[src/imu_out_pkg.sv]
// Constants and types shared by the output data register block.
package imu_out_pkg;

    // ------------------------------------------------------------------
    // Register offsets (byte addresses)
    // ------------------------------------------------------------------
    localparam logic [6:0] ACCEL_X_LOW_OFS   = 7'h10;
    localparam logic [6:0] ACCEL_X_HIGH_OFS  = 7'h12;
    localparam logic [6:0] ACCEL_Y_LOW_OFS   = 7'h14;
    localparam logic [6:0] ACCEL_Y_HIGH_OFS  = 7'h16;
    localparam logic [6:0] ACCEL_Z_LOW_OFS   = 7'h18;
    localparam logic [6:0] ACCEL_Z_HIGH_OFS  = 7'h1A;
    localparam logic [6:0] TEMP_OFS          = 7'h1C;
    localparam logic [6:0] STAMP_OFS         = 7'h1E;
    localparam logic [6:0] UPD_COUNT_OFS     = 7'h22;
    localparam logic [6:0] DELTA_X_LOW_OFS   = 7'h24;
    localparam logic [6:0] DELTA_X_HIGH_OFS  = 7'h26;
    localparam logic [6:0] DELTA_Y_LOW_OFS   = 7'h28;
    localparam logic [6:0] DELTA_Y_HIGH_OFS  = 7'h2A;
    localparam logic [6:0] DELTA_Z_LOW_OFS   = 7'h2C;
    localparam logic [6:0] DELTA_Z_HIGH_OFS  = 7'h2E;
    localparam logic [6:0] MISC_CONTROL_OFS  = 7'h60;
    localparam logic [6:0] DEC_RATE_OFS      = 7'h64;
    localparam logic [6:0] COMMAND_OFS       = 7'h68;
    localparam logic [6:0] ANGLE_RANGE_OFS   = 7'h6A;

    // ------------------------------------------------------------------
    // Fields, reset values and modes
    // ------------------------------------------------------------------
    localparam int         SYNC_MODE_LSB     = 2;
    localparam logic [1:0] SYNC_MODE_SCALED  = 2'h2;
    localparam int         CMD_RESET_BIT     = 0;
    localparam logic [15:0] MISC_CONTROL_RST = 16'h0000;
    localparam logic [15:0] DEC_RATE_RST     = 16'h0000;
    localparam logic [15:0] COUNT_RST        = 16'h0000;

    // ------------------------------------------------------------------
    // Timing and scale
    // ------------------------------------------------------------------
    localparam int CLK_PERIOD_NS    = 100;
    localparam int STAMP_STEP_NS    = 49020;
    localparam int STAMP_STEP_CYC   = STAMP_STEP_NS / CLK_PERIOD_NS;
    localparam int NOMINAL_RATE_SPS = 2000;
    localparam logic [15:0] RANGE_DEG_0 = 16'h0168;
    localparam logic [15:0] RANGE_DEG_1 = 16'h02D0;
    localparam logic [15:0] RANGE_DEG_2 = 16'h0870;

    // ------------------------------------------------------------------
    // Sample carried in from the sensor core
    // ------------------------------------------------------------------
    typedef struct packed {
        logic [2:0][31:0] accel;
        logic [2:0][15:0] gyro;
        logic [15:0]      temp;
    } sample_t;

endpackage

[src/imu_output_data_registers.sv]
// Output data register set: acceleration, temperature, time stamp, counter, delta angle.
//
// Notes on behaviour
// - Each accel axis has a read-only low word of extra resolution bits.
// - Accel high word is twos complement, 2.45 mm/s2 per count.
// - High and low accel words form one 32-bit value, high word on top.
// - Temperature is twos complement, 0.1 C per count, zero is 0x0000.
// - Time stamp counts 49.0 us steps (490 clock cycles) since the last sync pulse.
// - Time stamp runs only when misc control bits [3:2] select scaled sync.
// - Each update's stamp belongs to its last sample, relative to sync edge.
// - Counter starts at zero after reset and counts each data update.
// - Counter wraps from 0xFFFF to 0x0000 and keeps counting.
// - Counter is a 16-bit read-only register.
// - Delta angle is a trapezoidal sum of gyro rate over the window.
// - Each window sums decimation setting plus one samples.
// - Internal sample rate is nominally 2000 samples per second.
// - Each delta angle axis is a 32-bit value in two 16-bit registers.
// - Delta angle full scale is 360, 720 or 2160 degrees by variant.
// - Delta angle high word is twos complement, range over 2^15 per count.
`timescale 1ns/1ns
module imu_output_data_registers
    import imu_out_pkg::*;
#(
    parameter int unsigned VARIANT = 0
) (
    input  wire logic        clk_sys,
    input  wire logic        reset_n,
    input  wire logic        sampleValid,
    input  wire sample_t     sample,
    input  wire logic        syncPin,
    input  wire logic [6:0]  addr,
    input  wire logic [15:0] wrData,
    input  wire logic        wrEn,
    input  wire logic        rdEn,
    output logic      [15:0] rdData,
    output logic             dataReady
);

    // ------------------------------------------------------------------
    // Reset release and sync pin synchroniser
    // ------------------------------------------------------------------
    logic rstMeta;
    logic rstN;
    logic syncMeta;
    logic syncSafe;
    logic syncLast;

    always_ff @(posedge clk_sys or negedge reset_n) begin
        if (!reset_n) begin
            rstMeta <= 1'b0;
            rstN    <= 1'b0;
        end else begin
            rstMeta <= 1'b1;
            rstN    <= rstMeta;
        end
    end

    always_ff @(posedge clk_sys or negedge rstN) begin
        if (!rstN) begin
            syncMeta <= 1'b0;
            syncSafe <= 1'b0;
            syncLast <= 1'b0;
        end else begin
            syncMeta <= syncPin;
            syncSafe <= syncMeta;
            syncLast <= syncSafe;
        end
    end

    // ------------------------------------------------------------------
    // Control registers and decode
    // ------------------------------------------------------------------
    logic [15:0] miscControl;
    logic [15:0] decRate;
    logic [15:0] decCnt;
    logic [8:0]  stepCnt;
    logic [15:0] stampCnt;
    logic [15:0] updCount;

    wire logic       syncEdge  = syncSafe & ~syncLast;
    wire logic       scaled    = miscControl[SYNC_MODE_LSB +: 2] == SYNC_MODE_SCALED;
    wire logic       softReset = wrEn && addr == COMMAND_OFS && wrData[CMD_RESET_BIT];
    wire logic       lastSample = sampleValid && decCnt >= decRate;
    wire logic       loadNow   = lastSample && !softReset;
    wire logic       stepEnd   = stepCnt == 9'(STAMP_STEP_CYC - 1);
    wire logic [15:0] angleRange = (VARIANT == 2) ? RANGE_DEG_2 :
                                   (VARIANT == 1) ? RANGE_DEG_1 : RANGE_DEG_0;

    always_ff @(posedge clk_sys or negedge rstN) begin
        if (!rstN) begin
            miscControl <= MISC_CONTROL_RST;
            decRate     <= DEC_RATE_RST;
        end else if (wrEn && addr == MISC_CONTROL_OFS) begin
            miscControl <= wrData;
        end else if (wrEn && addr == DEC_RATE_OFS) begin
            decRate <= wrData;
        end
    end

    // ------------------------------------------------------------------
    // Time stamp since the last sync edge
    // ------------------------------------------------------------------
    always_ff @(posedge clk_sys or negedge rstN) begin
        if (!rstN) begin
            stepCnt  <= 9'h000;
            stampCnt <= 16'h0000;
        end else if (!scaled || syncEdge) begin
            stepCnt  <= 9'h000;
            stampCnt <= 16'h0000;
        end else if (stepEnd) begin
            stepCnt  <= 9'h000;
            stampCnt <= stampCnt + 16'h0001;
        end else begin
            stepCnt <= stepCnt + 9'h001;
        end
    end

    // ------------------------------------------------------------------
    // Decimation window and trapezoidal delta angle
    // ------------------------------------------------------------------
    logic [2:0][15:0] gyroPrev;
    logic [2:0][31:0] deltaAcc;
    logic [2:0][31:0] deltaSum;

    // Each step adds the current and the previous rate sample; the 1/(2*fs)
    // factor and the gyro scale are folded into the output LSB weight.
    always_comb begin
        for (int i = 0; i < 3; i++) begin
            deltaSum[i] = deltaAcc[i]
                        + {{16{sample.gyro[i][15]}}, sample.gyro[i]}
                        + {{16{gyroPrev[i][15]}}, gyroPrev[i]};
        end
    end

    always_ff @(posedge clk_sys or negedge rstN) begin
        if (!rstN) begin
            decCnt   <= 16'h0000;
            gyroPrev <= '0;
            deltaAcc <= '0;
        end else if (softReset) begin
            decCnt   <= 16'h0000;
            gyroPrev <= '0;
            deltaAcc <= '0;
        end else if (sampleValid) begin
            gyroPrev <= sample.gyro;
            decCnt   <= lastSample ? 16'h0000 : decCnt + 16'h0001;
            deltaAcc <= lastSample ? '0 : deltaSum;
        end
    end

    // ------------------------------------------------------------------
    // Output bank, loaded together at the end of each window
    // ------------------------------------------------------------------
    logic [2:0][31:0] accelOut;
    logic [2:0][31:0] deltaOut;
    logic [15:0]      tempOut;
    logic [15:0]      stampOut;

    always_ff @(posedge clk_sys or negedge rstN) begin
        if (!rstN) begin
            accelOut  <= '0;
            deltaOut  <= '0;
            tempOut   <= 16'h0000;
            stampOut  <= 16'h0000;
            updCount  <= COUNT_RST;
            dataReady <= 1'b0;
        end else if (softReset) begin
            updCount  <= COUNT_RST;
            dataReady <= 1'b0;
        end else begin
            dataReady <= loadNow;
            if (loadNow) begin
                accelOut <= sample.accel;
                deltaOut <= deltaSum;
                tempOut  <= sample.temp;
                stampOut <= stampCnt;
                updCount <= updCount + 16'h0001;
            end
        end
    end

    // ------------------------------------------------------------------
    // Read port, data one cycle after the strobe
    // ------------------------------------------------------------------
    logic [15:0] next_rdData;

    always_comb begin
        next_rdData = 16'h0000;
        if (addr == ACCEL_X_LOW_OFS) begin
            next_rdData = accelOut[0][15:0];
        end else if (addr == ACCEL_X_HIGH_OFS) begin
            next_rdData = accelOut[0][31:16];
        end else if (addr == ACCEL_Y_LOW_OFS) begin
            next_rdData = accelOut[1][15:0];
        end else if (addr == ACCEL_Y_HIGH_OFS) begin
            next_rdData = accelOut[1][31:16];
        end else if (addr == ACCEL_Z_LOW_OFS) begin
            next_rdData = accelOut[2][15:0];
        end else if (addr == ACCEL_Z_HIGH_OFS) begin
            next_rdData = accelOut[2][31:16];
        end else if (addr == TEMP_OFS) begin
            next_rdData = tempOut;
        end else if (addr == STAMP_OFS) begin
            next_rdData = stampOut;
        end else if (addr == UPD_COUNT_OFS) begin
            next_rdData = updCount;
        end else if (addr == DELTA_X_LOW_OFS) begin
            next_rdData = deltaOut[0][15:0];
        end else if (addr == DELTA_X_HIGH_OFS) begin
            next_rdData = deltaOut[0][31:16];
        end else if (addr == DELTA_Y_LOW_OFS) begin
            next_rdData = deltaOut[1][15:0];
        end else if (addr == DELTA_Y_HIGH_OFS) begin
            next_rdData = deltaOut[1][31:16];
        end else if (addr == DELTA_Z_LOW_OFS) begin
            next_rdData = deltaOut[2][15:0];
        end else if (addr == DELTA_Z_HIGH_OFS) begin
            next_rdData = deltaOut[2][31:16];
        end else if (addr == MISC_CONTROL_OFS) begin
            next_rdData = miscControl;
        end else if (addr == DEC_RATE_OFS) begin
            next_rdData = decRate;
        end else if (addr == ANGLE_RANGE_OFS) begin
            next_rdData = angleRange;
        end
    end

    always_ff @(posedge clk_sys or negedge rstN) begin
        if (!rstN) begin
            rdData <= 16'h0000;
        end else begin
            rdData <= rdEn ? next_rdData : 16'h0000;
        end
    end
endmodule // imu_output_data_registers

[config.mk]
export PLATFORM = sky130hd
export DESIGN_NAME = imu_output_data_registers
export DESIGN_NICKNAME = d
export VERILOG_FILES = /design/src/imu_out_pkg.sv /design/src/imu_output_data_registers.sv
export SDC_FILE = /design/constraint.sdc
export NUM_CORES = 1
export LEC_CHECK = 0
export BUFFER_PORTS_ARGS = -buffer_cell sky130_fd_sc_hd__buf_4
export CORE_ASPECT_RATIO = 1.25
export CORE_UTILIZATION = 40
export DETAILED_ROUTE_END_ITERATION = 8
export PLACE_DENSITY_LB_ADDON = 0.25
export SYNTH_ARGS = -nofsm -noshare
export SYNTH_HDL_FRONTEND = slang
export SYNTH_SLANG_ARGS = --single-unit
[constraint.sdc]
create_clock -name clk_sys -period 15.5 [get_ports clk_sys]
set_clock_uncertainty 0.1 [all_clocks]
set_input_delay 4.65 -clock clk_sys [delete_from_list [all_inputs] [get_ports clk_sys]]
set_output_delay 4.65 -clock clk_sys [all_outputs]
set_load 0.02 [all_outputs]
== Word-level counts from Yosys, hierarchy flattened ==
Index checks and enable logic that the tools add are counted.
Storage, ports and cells
  register bits: 479
  logic and storage cells: 111
Cells by class
  add/subtract/negate cells: 10
  magnitude comparators: 1
  equality and inequality tests: 21
  multiplexer cells: 34
  bitwise gates (word level): 4
  reduce and logical (&&, ||, !) cells: 14
Operators by type and width (number)
  16-bit two-way mux: 25
  96-bit two-way mux: 3
  32-bit adder: 6
  48-bit two-way mux: 2
  7-bit by 5-bit == test with 1-bit output, second input constant: 8
  7-bit by 6-bit == test with 1-bit output, second input constant: 7
  16-bit by 1-bit adder with 16-bit output, second input constant: 3
  7-bit == test, second input constant: 4
  9-bit two-way mux: 3
  16-bit greater-or-equal comparator: 1
  9-bit by 1-bit adder with 9-bit output, second input constant: 1
  9-bit == test, second input constant: 1
  1-bit logical AND: 6
  2-bit nonzero test: 3
  2-bit AND reduction: 2
  1-bit NOT: 3
  2-bit == test, second input constant: 1
  1-bit zero test: 2
  1-bit AND: 1
  1-bit logical OR: 1
  1-bit two-way mux: 1

== Logic depth before layout (Yosys ltp) ==
Gate-level depths: netlist (run 1).
  word-level depth: 20
  depth in mapped cells: 15
  mapped depth without buffers: 12

== Worst setup path after synthesis (run 1) ==
No wires, ideal clock.
  path kind: input-to-reg
  start: input sample[49] (netlist name)
  end: register deltaOut[93] (netlist name)
  arrival time: 7658 ps
  data required time: 15275 ps
  slack: 7617 ps
  cell stages on the path: 12
  path buffers: 0
  path through: fa_1 ha_1 fa_1 a211oi_1 nor2_1 o41ai_1 a221o_1 o21ai_1 a21o_1 a21o_1 xor2_1 mux2_2
On the way
  cells in the longest elaborated chain, start to end: 2
Ends and longest elaborated chain
  start, declared: line imu_output_data_registers.sv:29  | input wire sample_t sample,
  32-bit adder: line imu_output_data_registers.sv:130  | + {{16{sample.gyro[i][15]}}, sample.gyro[i]}
  32-bit adder: line imu_output_data_registers.sv:131  | + {{16{gyroPrev[i][15]}}, gyroPrev[i]};
  end signal, assigned: line imu_output_data_registers.sv:174  | deltaOut <= deltaSum;
  end, declared: line imu_output_data_registers.sv:155  | logic [2:0][31:0] deltaOut;
Every way passes these cells.
A chain may end at the register's enable or synchronous reset.

== Worst setup path after layout (run 1) ==
  start: input addr[2]
  end: register deltaOut[54] (netlist name)
On the way
  cells in the longest elaborated chain, start to end: 6
Ends and longest elaborated chain
  start, declared: line imu_output_data_registers.sv:31  | input wire logic [6:0] addr,
  7-bit == test (*): line imu_output_data_registers.sv:82  | wire logic softReset = wrEn && addr == COMMAND_OFS && wrData[CMD_RESET_BIT];
  1-bit logical AND (*) (2 in a row): line imu_output_data_registers.sv:82
  1-bit zero test: line imu_output_data_registers.sv:84  | wire logic loadNow = lastSample && !softReset;
  1-bit logical AND: line imu_output_data_registers.sv:84
  2-bit AND reduction (no source line) (*)
Mark *: on every way between the ends. The rest lies on a longest branch, timed or not.

==> results of run 1 <==
[report_power, final]
| group | switching (W) | internal (W) | leakage, nW | total, W |
|---|---|---|---|---|
| Clock | 0.000570 | 0.000785 | 0.921 | 0.00135 |
| Sequential | 0.000353 | 0.00169 | 6.04 | 0.00204 |
| Combinational | 0.00184 | 0.00127 | 7.97 | 0.00311 |
[registers in the layout (all words and copies together) (netlist names), 48 cells and up]
name      count
accelOut     96
gyroPrev     48
deltaOut     96
deltaAcc     96
[cells by family (layout without fill, tap and decap cells)]
logic type / Yosys count / after routing / synth area share, %
flip-flops: 479 / 479 / 44.2
AO/OA/AOI/OAI: 558 / 558 / 14.8
other: 1 / 1 / 0.0138
buffers and inverters: 183 / 387 / 2.89
XOR/XNOR: 111 / 111 / 3.59
multiplexers: 127 / 127 / 5.05
AND/OR/NAND/NOR: 1088 / 1088 / 17.1
adder cells (fa/ha/maj): 210 / 210 / 12.4
[worst max-delay path, cell delays in order]
cell and delay, ns:
buf_4 0.32, nand2b_1 0.40, or4_1 0.43, nand2_1 0.46
or3_4 0.75, inv_6 0.54, buf_4 0.66, mux2_2 0.41
[Yosys cell counts, drive strengths merged, types with 45 or more instances]
master / count
nand2: 671
dfrtp: 479
nor2: 186
a21oi: 115
ha: 114
fa: 96
a22o: 94
o21ai: 74
xnor2: 68
buf: 66
mux2: 65
clkbuf: 62
mux2i: 61
inv: 55
nand3: 46
a21o: 45
[worst paths after layout]
path,start,end
worst max-delay path,addr[2],deltaOut[54]$_DFFE_PN0P_
worst min-delay path,rstMeta$_DFF_PN0_,rstN$_DFF_PN0_
worst max register to register,decCnt[6]$_DFFE_PN0P_,deltaAcc[29]$_DFFE_PN0P_
worst min register to register,rstMeta$_DFF_PN0_,rstN$_DFF_PN0_
max in group asynchronous,reset_n,rstN$_DFF_PN0_
min in group asynchronous,rstN$_DFF_PN0_,deltaAcc[15]$_DFFE_PN0P_
[through the flow]
stage | cell area [sq um] | hold WS [ns] | cells | total power, W | utilization, %
after CTS | 31300 | 0.251 | 3825 | 0.00654 | 46.7
after floorplan | 27100 | 0.231 | 2757 | 0.00421 | -
after detailed placement | 29400 | 0.236 | 3726 | 0.00514 | 43.9
after global placement | 29400 | 0.236 | 3726 | 0.00507 | 43.9
after global routing | 31300 | 0.262 | 3825 | 0.00697 | 46.7
final | 31300 | 0.247 | 3825 | 0.00650 | 46.7
[layout by cell type (no fill, tap or decap), types with 20 or more instances in the layout]
master | netlist | routed
inv_1 | 54 | 54
a22oi_1 | 33 | 33
nand4_1 | 25 | 25
xnor2_1 | 68 | 68
a221oi_1 | 26 | 26
nand2_1 | 670 | 670
buf_4 | 3 | 232
nand3_1 | 46 | 46
o21ai_0 | 68 | 68
dfrtp_1 | 479 | 478
a21o_1 | 43 | 43
xor2_1 | 43 | 43
mux2_2 | 64 | 64
or3_1 | 25 | 24
fa_1 | 96 | 96
o21a_1 | 21 | 21
nor3_1 | 36 | 33
mux2i_1 | 61 | 61
a22o_1 | 93 | 93
nor2_1 | 185 | 183
clkbuf_16 | 0 | 53
nand2b_1 | 20 | 20
a21oi_1 | 113 | 113
ha_1 | 114 | 114
[cell type report]
class | count | area share, %
clock buffer | 68 | 4.74
clock inverter | 31 | 1.25
inverter | 55 | 0.676
multi-input combinational | 2095 | 45.9
sequential | 479 | 38.3
tap | 864 | 3.46
timing repair buffer | 233 | 5.63
[metal layers]
layer / global-route usage [%] / wire length, microns / vias up
met4: 11.2 / 3910 / 2
li1: - / - / 9963
met2: 40.5 / 39700 / 712
met3: 3.80 / 4900 / 182
met1: 32.4 / 36000 / 10900
met5: 0 / 12 / -
==> metrics.txt, run 1 <==
r2r setup slk=10.99 ns; nets=3316; PostCTS Resize Cnt=0; crit path kind=in2reg; H-Tree Depth=2; MaxCap Viol Count=0; GPL Wtd Cong=0.969; RSZ-0062 raised after global routing=false; Core Footprint=67000 sq um; Final WS setup=7.13 ns; synth warn=0; hold-critical path depth=0; final slew viol count=0; total grt overflow=0; Pleak=14.9 nW; post-route ant nets=0; CTS buffer count=53; Final Critical Period=8.37 ns; vias in the first global route=22200; layout cells sized above 1=14.6%; IO buf count=205; initial core utilization=40.5%; Hold Fails Final Rpt=0; critical path arrival=8.78 ns; clock transition at the registers of the reported paths=0.06 ns; Post-Syn Instances=2757; synthesized flop and latch total=479; P&R area growth vs syn=15.5%; Netlist cell types=83; worst-skew pair later-pin latency=0.64 ns; VDD IR max=0.000111 V; Worst Path Max Fanout=73; setup slack at placement=6.60 ns; drt first-iter violations=1738; f_max=119 MHz; Worst R2R Path Depth=11; Synth area leader=dfrtp_1; clock tree sinks=479; Post-Route WL=84.6 mm; CTS tree=yes; Via density=5.69; TNS Setup=0 ns; synth top area cells=dfrtp_1, nand2_1, fa_1; Die X=235 microns; initial antenna violation count=1; Seq/Total Area, Yosys=44.2%; Slew headroom=13.8%; worst min path class=reg2reg; I/O pin cnt=206; Rows=106; die area=68800 sq um; vias=21800; fillcell total=6276; Setup crit start kind=input port; Post-synth EDFFs=0; maximum clock path buffer count=3; synthesized net count=3156; CP Capture Type=register; Post-Syn Area=27100 sq um; hold-fix buffers at CTS=0; Power Density=208 nW/um^2; first-pass GRT wire length=133 mm; share of synthesized flip-flops with an asynchronous set or reset=100%; Synth top area share=44.2%; ys flop type=dfrtp_1; DRT Pass-1 Iters=7; # DRC=0; HPWL Detailed=61.7 mm; FF/Latch Area=12000 sq um; Syn Area/Cell=9.83 sq um; multi-input logic area=14400 sq um; period utilisation layout=54.0%; diode count=0; Total GRT Usage=24.7%; # setup viols final=0; Worst Max-Slew Pin Slew=1.28 ns; clock tree root buffer cell=clkbuf_16; largest net degree at the start of global routing=146; Die Y=293 microns; DR WL/cell=22.1 microns; status=completed; post-CTS setup buffer count=0; worst endpoint required time=15.91 ns
Power figures use the tool's default switching activity.
==> inputs of run 2 (changes only) <==
==> constraint.sdc (replaced) <==
create_clock -name clk_sys -period 8.4 [get_ports clk_sys]
set_clock_uncertainty 0.1 [all_clocks]
set_input_delay 2.52 -clock clk_sys [delete_from_list [all_inputs] [get_ports clk_sys]]
set_output_delay 2.52 -clock clk_sys [all_outputs]
set_load 0.02 [all_outputs]
==> run 2 against run 1 <==
  * Design area decreased by 0.20%
  * First-iteration DRC count decreased by 2.2%
  * Global-route usage increased by 0.28 points
  * Sequential share of layout area increased by 0.077 points
  * Worst setup slack got worse by 4.6 ns
  * Clock-buffer cell count increased by 6
  * Die area unchanged
==> metrics.txt, run 2 (same netlist as run 1, synthesis figures left out) <==
status=completed; period utilisation layout=70.4%; clock transition at the registers of the reported paths=0.06 ns; drt first-iter violations=1699; post-route ant nets=0; Pleak=14.9 nW; P&R area growth vs syn=15.2%; Total GRT Usage=25.0%; CP max stage delay=0.78 ns; worst path cell trace=buf_4 -> or2_2 -> or4_1 -> nand2_1 -> or3_4 -> buf_12 -> buf_4 -> o31ai_1; Die Y=293 microns; HPWL Detailed=61.9 mm; initial antenna violation count=3; Setup crit start kind=input port; CTS buffer count=53; multi-input logic area=14400 sq um; hold-fix buffers at CTS=0; FF/Latch Area=12000 sq um; RSZ-0062 raised after global routing=false; Rows=106; nets=3314; post-layout util=46.6%; GPL Wtd Cong=0.948; first-pass GRT wire length=134 mm; Post-Route WL=84.8 mm; # setup viols final=0; Via density=5.66; CP Capture Type=register; initial core utilization=40.5%; layout cells sized above 1=14.2%; Core Footprint=67000 sq um; clock tree root buffer cell=clkbuf_16; slowest stage cell, crit path=or4_1; most frequent cells in the layout=nand2_1, dfrtp_1, buf_4; PostCTS Resize Cnt=0; Power Density=380 nW/um^2; fillcell total=6252; die area=68800 sq um; IO buf count=205; total grt overflow=0; H-Tree Depth=2; worst-skew pair later-pin latency=0.61 ns; post-CTS setup buffer count=0; Hold Fails Final Rpt=0; vias=21600; largest net degree at the start of global routing=165; Die X=235 microns; DR WL/cell=22.2 microns; Worst Max-Slew Pin Slew=1.23 ns; worst min path class=reg2async; MaxCap Viol Count=0; VDD IR max=0.000180 V; most common cell after layout, fill and taps aside=nand2_1; clock tree sinks=479; f_max=169 MHz; critical path arrival=6.28 ns; Final Critical Period=5.91 ns; # DRC=0; maximum clock path buffer count=3; Worst Path Max Fanout=147; Inst Count DP=3724; crit path kind=in2reg; biggest regs=accelOut (96), deltaAcc (96), deltaOut (96); final slew viol count=0; CTS tree=yes; CP top delay family=simple AND/OR/NAND/NOR gates; post-route insts no fill=3822; Buf/Inv on CP=3; DRT Pass-1 Iters=6; most used cell, CP=buf_4; worst endpoint required time=8.77 ns; I/O pin cnt=206; TNS Setup=0 ns; Slew headroom=17.1%; vias in the first global route=22400
[run 2: cell count changes in the layout (fill, tap and decap cells not counted), moves of 2 or more]
| cell | delta |
|---|---|
| buf_12 | +3 |
| nor3_4 | +2 |
| clkinv_4 | -4 |
| nor3_2 | -2 |
| buf_4 | -5 |
| clkinv_2 | -2 |
| clkbuf_1 | +7 |
[run 2: per-stage QoR]
stage / worst slack, ns / instance area [sq um] / hold WS [ns] / power (W)
final: 2.49 / 31200 / 0.129 / 0.0119
after global routing: 2.27 / 31200 / 0.161 / 0.0128
after CTS: 2.56 / 31200 / 0.147 / 0.0119
after detailed placement: 1.94 / 29400 / 0.140 / 0.00944
after global placement: 1.98 / 29400 / 0.143 / 0.00930
after floorplan: 0.497 / 27100 / 0.231 / 0.00777
[run 2: worst paths after layout]
check | from | to | slack (ns) | depth (start not counted)
worst max register to register | decRate[7]$_DFFE_PN0P_ | deltaOut[30]$_DFFE_PN0P_ | 4.17 | 11
min in group clk_sys | rstMeta$_DFF_PN0_ | rstN$_DFF_PN0_ | 0.25 | 0
max in group asynchronous | rstN$_DFF_PN0_ | deltaAcc[55]$_DFFE_PN0P_ | 5.88 | 2
worst min-delay path | rstN$_DFF_PN0_ | gyroPrev[12]$_DFFE_PN0P_ | 0.13 | 0
worst min register to register | rstN$_DFF_PN0_ | gyroPrev[12]$_DFFE_PN0P_ | 0.13 | 0
worst max-delay path | addr[1] | deltaOut[30]$_DFFE_PN0P_ | 2.49 | 8
[run 2: power breakdown]
group | switching, W | leakage (nW) | internal (W) | total [W]
logic | 0.00336 | 7.99 | 0.00235 | 0.00572
clock network | 0.00101 | 0.870 | 0.00140 | 0.00241
registers | 0.000636 | 6.04 | 0.00311 | 0.00375
[run 2: cell type report]
class	instances	share of cell area (%)
antenna	1	0.00801
clock buffer	74	4.79
clock inverter	23	0.890
inverter	55	0.677
multi-input combinational	2095	46.1
sequential	479	38.4
tap	864	3.46
timing repair buffer	231	5.71
[run 2: routing by layer]
metal | global-route usage (%) | routed length (microns)
met1 | 32.4 | 35500
met2 | 42.1 | 40800
met3 | 3.85 | 5150
met4 | 9.84 | 3390
met5 | 0 | 27
[run 2: worst reg2reg max path, delay by kind of cell, from the launching register on]
| kind | cells | cell delay, ns |
|---|---|---|
| compound gates | 4 | 1.31 |
| fa+ha+maj | 1 | 0.21 |
| buf+inv | 3 | 1.30 |
| flops | 1 | 0.46 |
| simple gates | 3 | 0.71 |
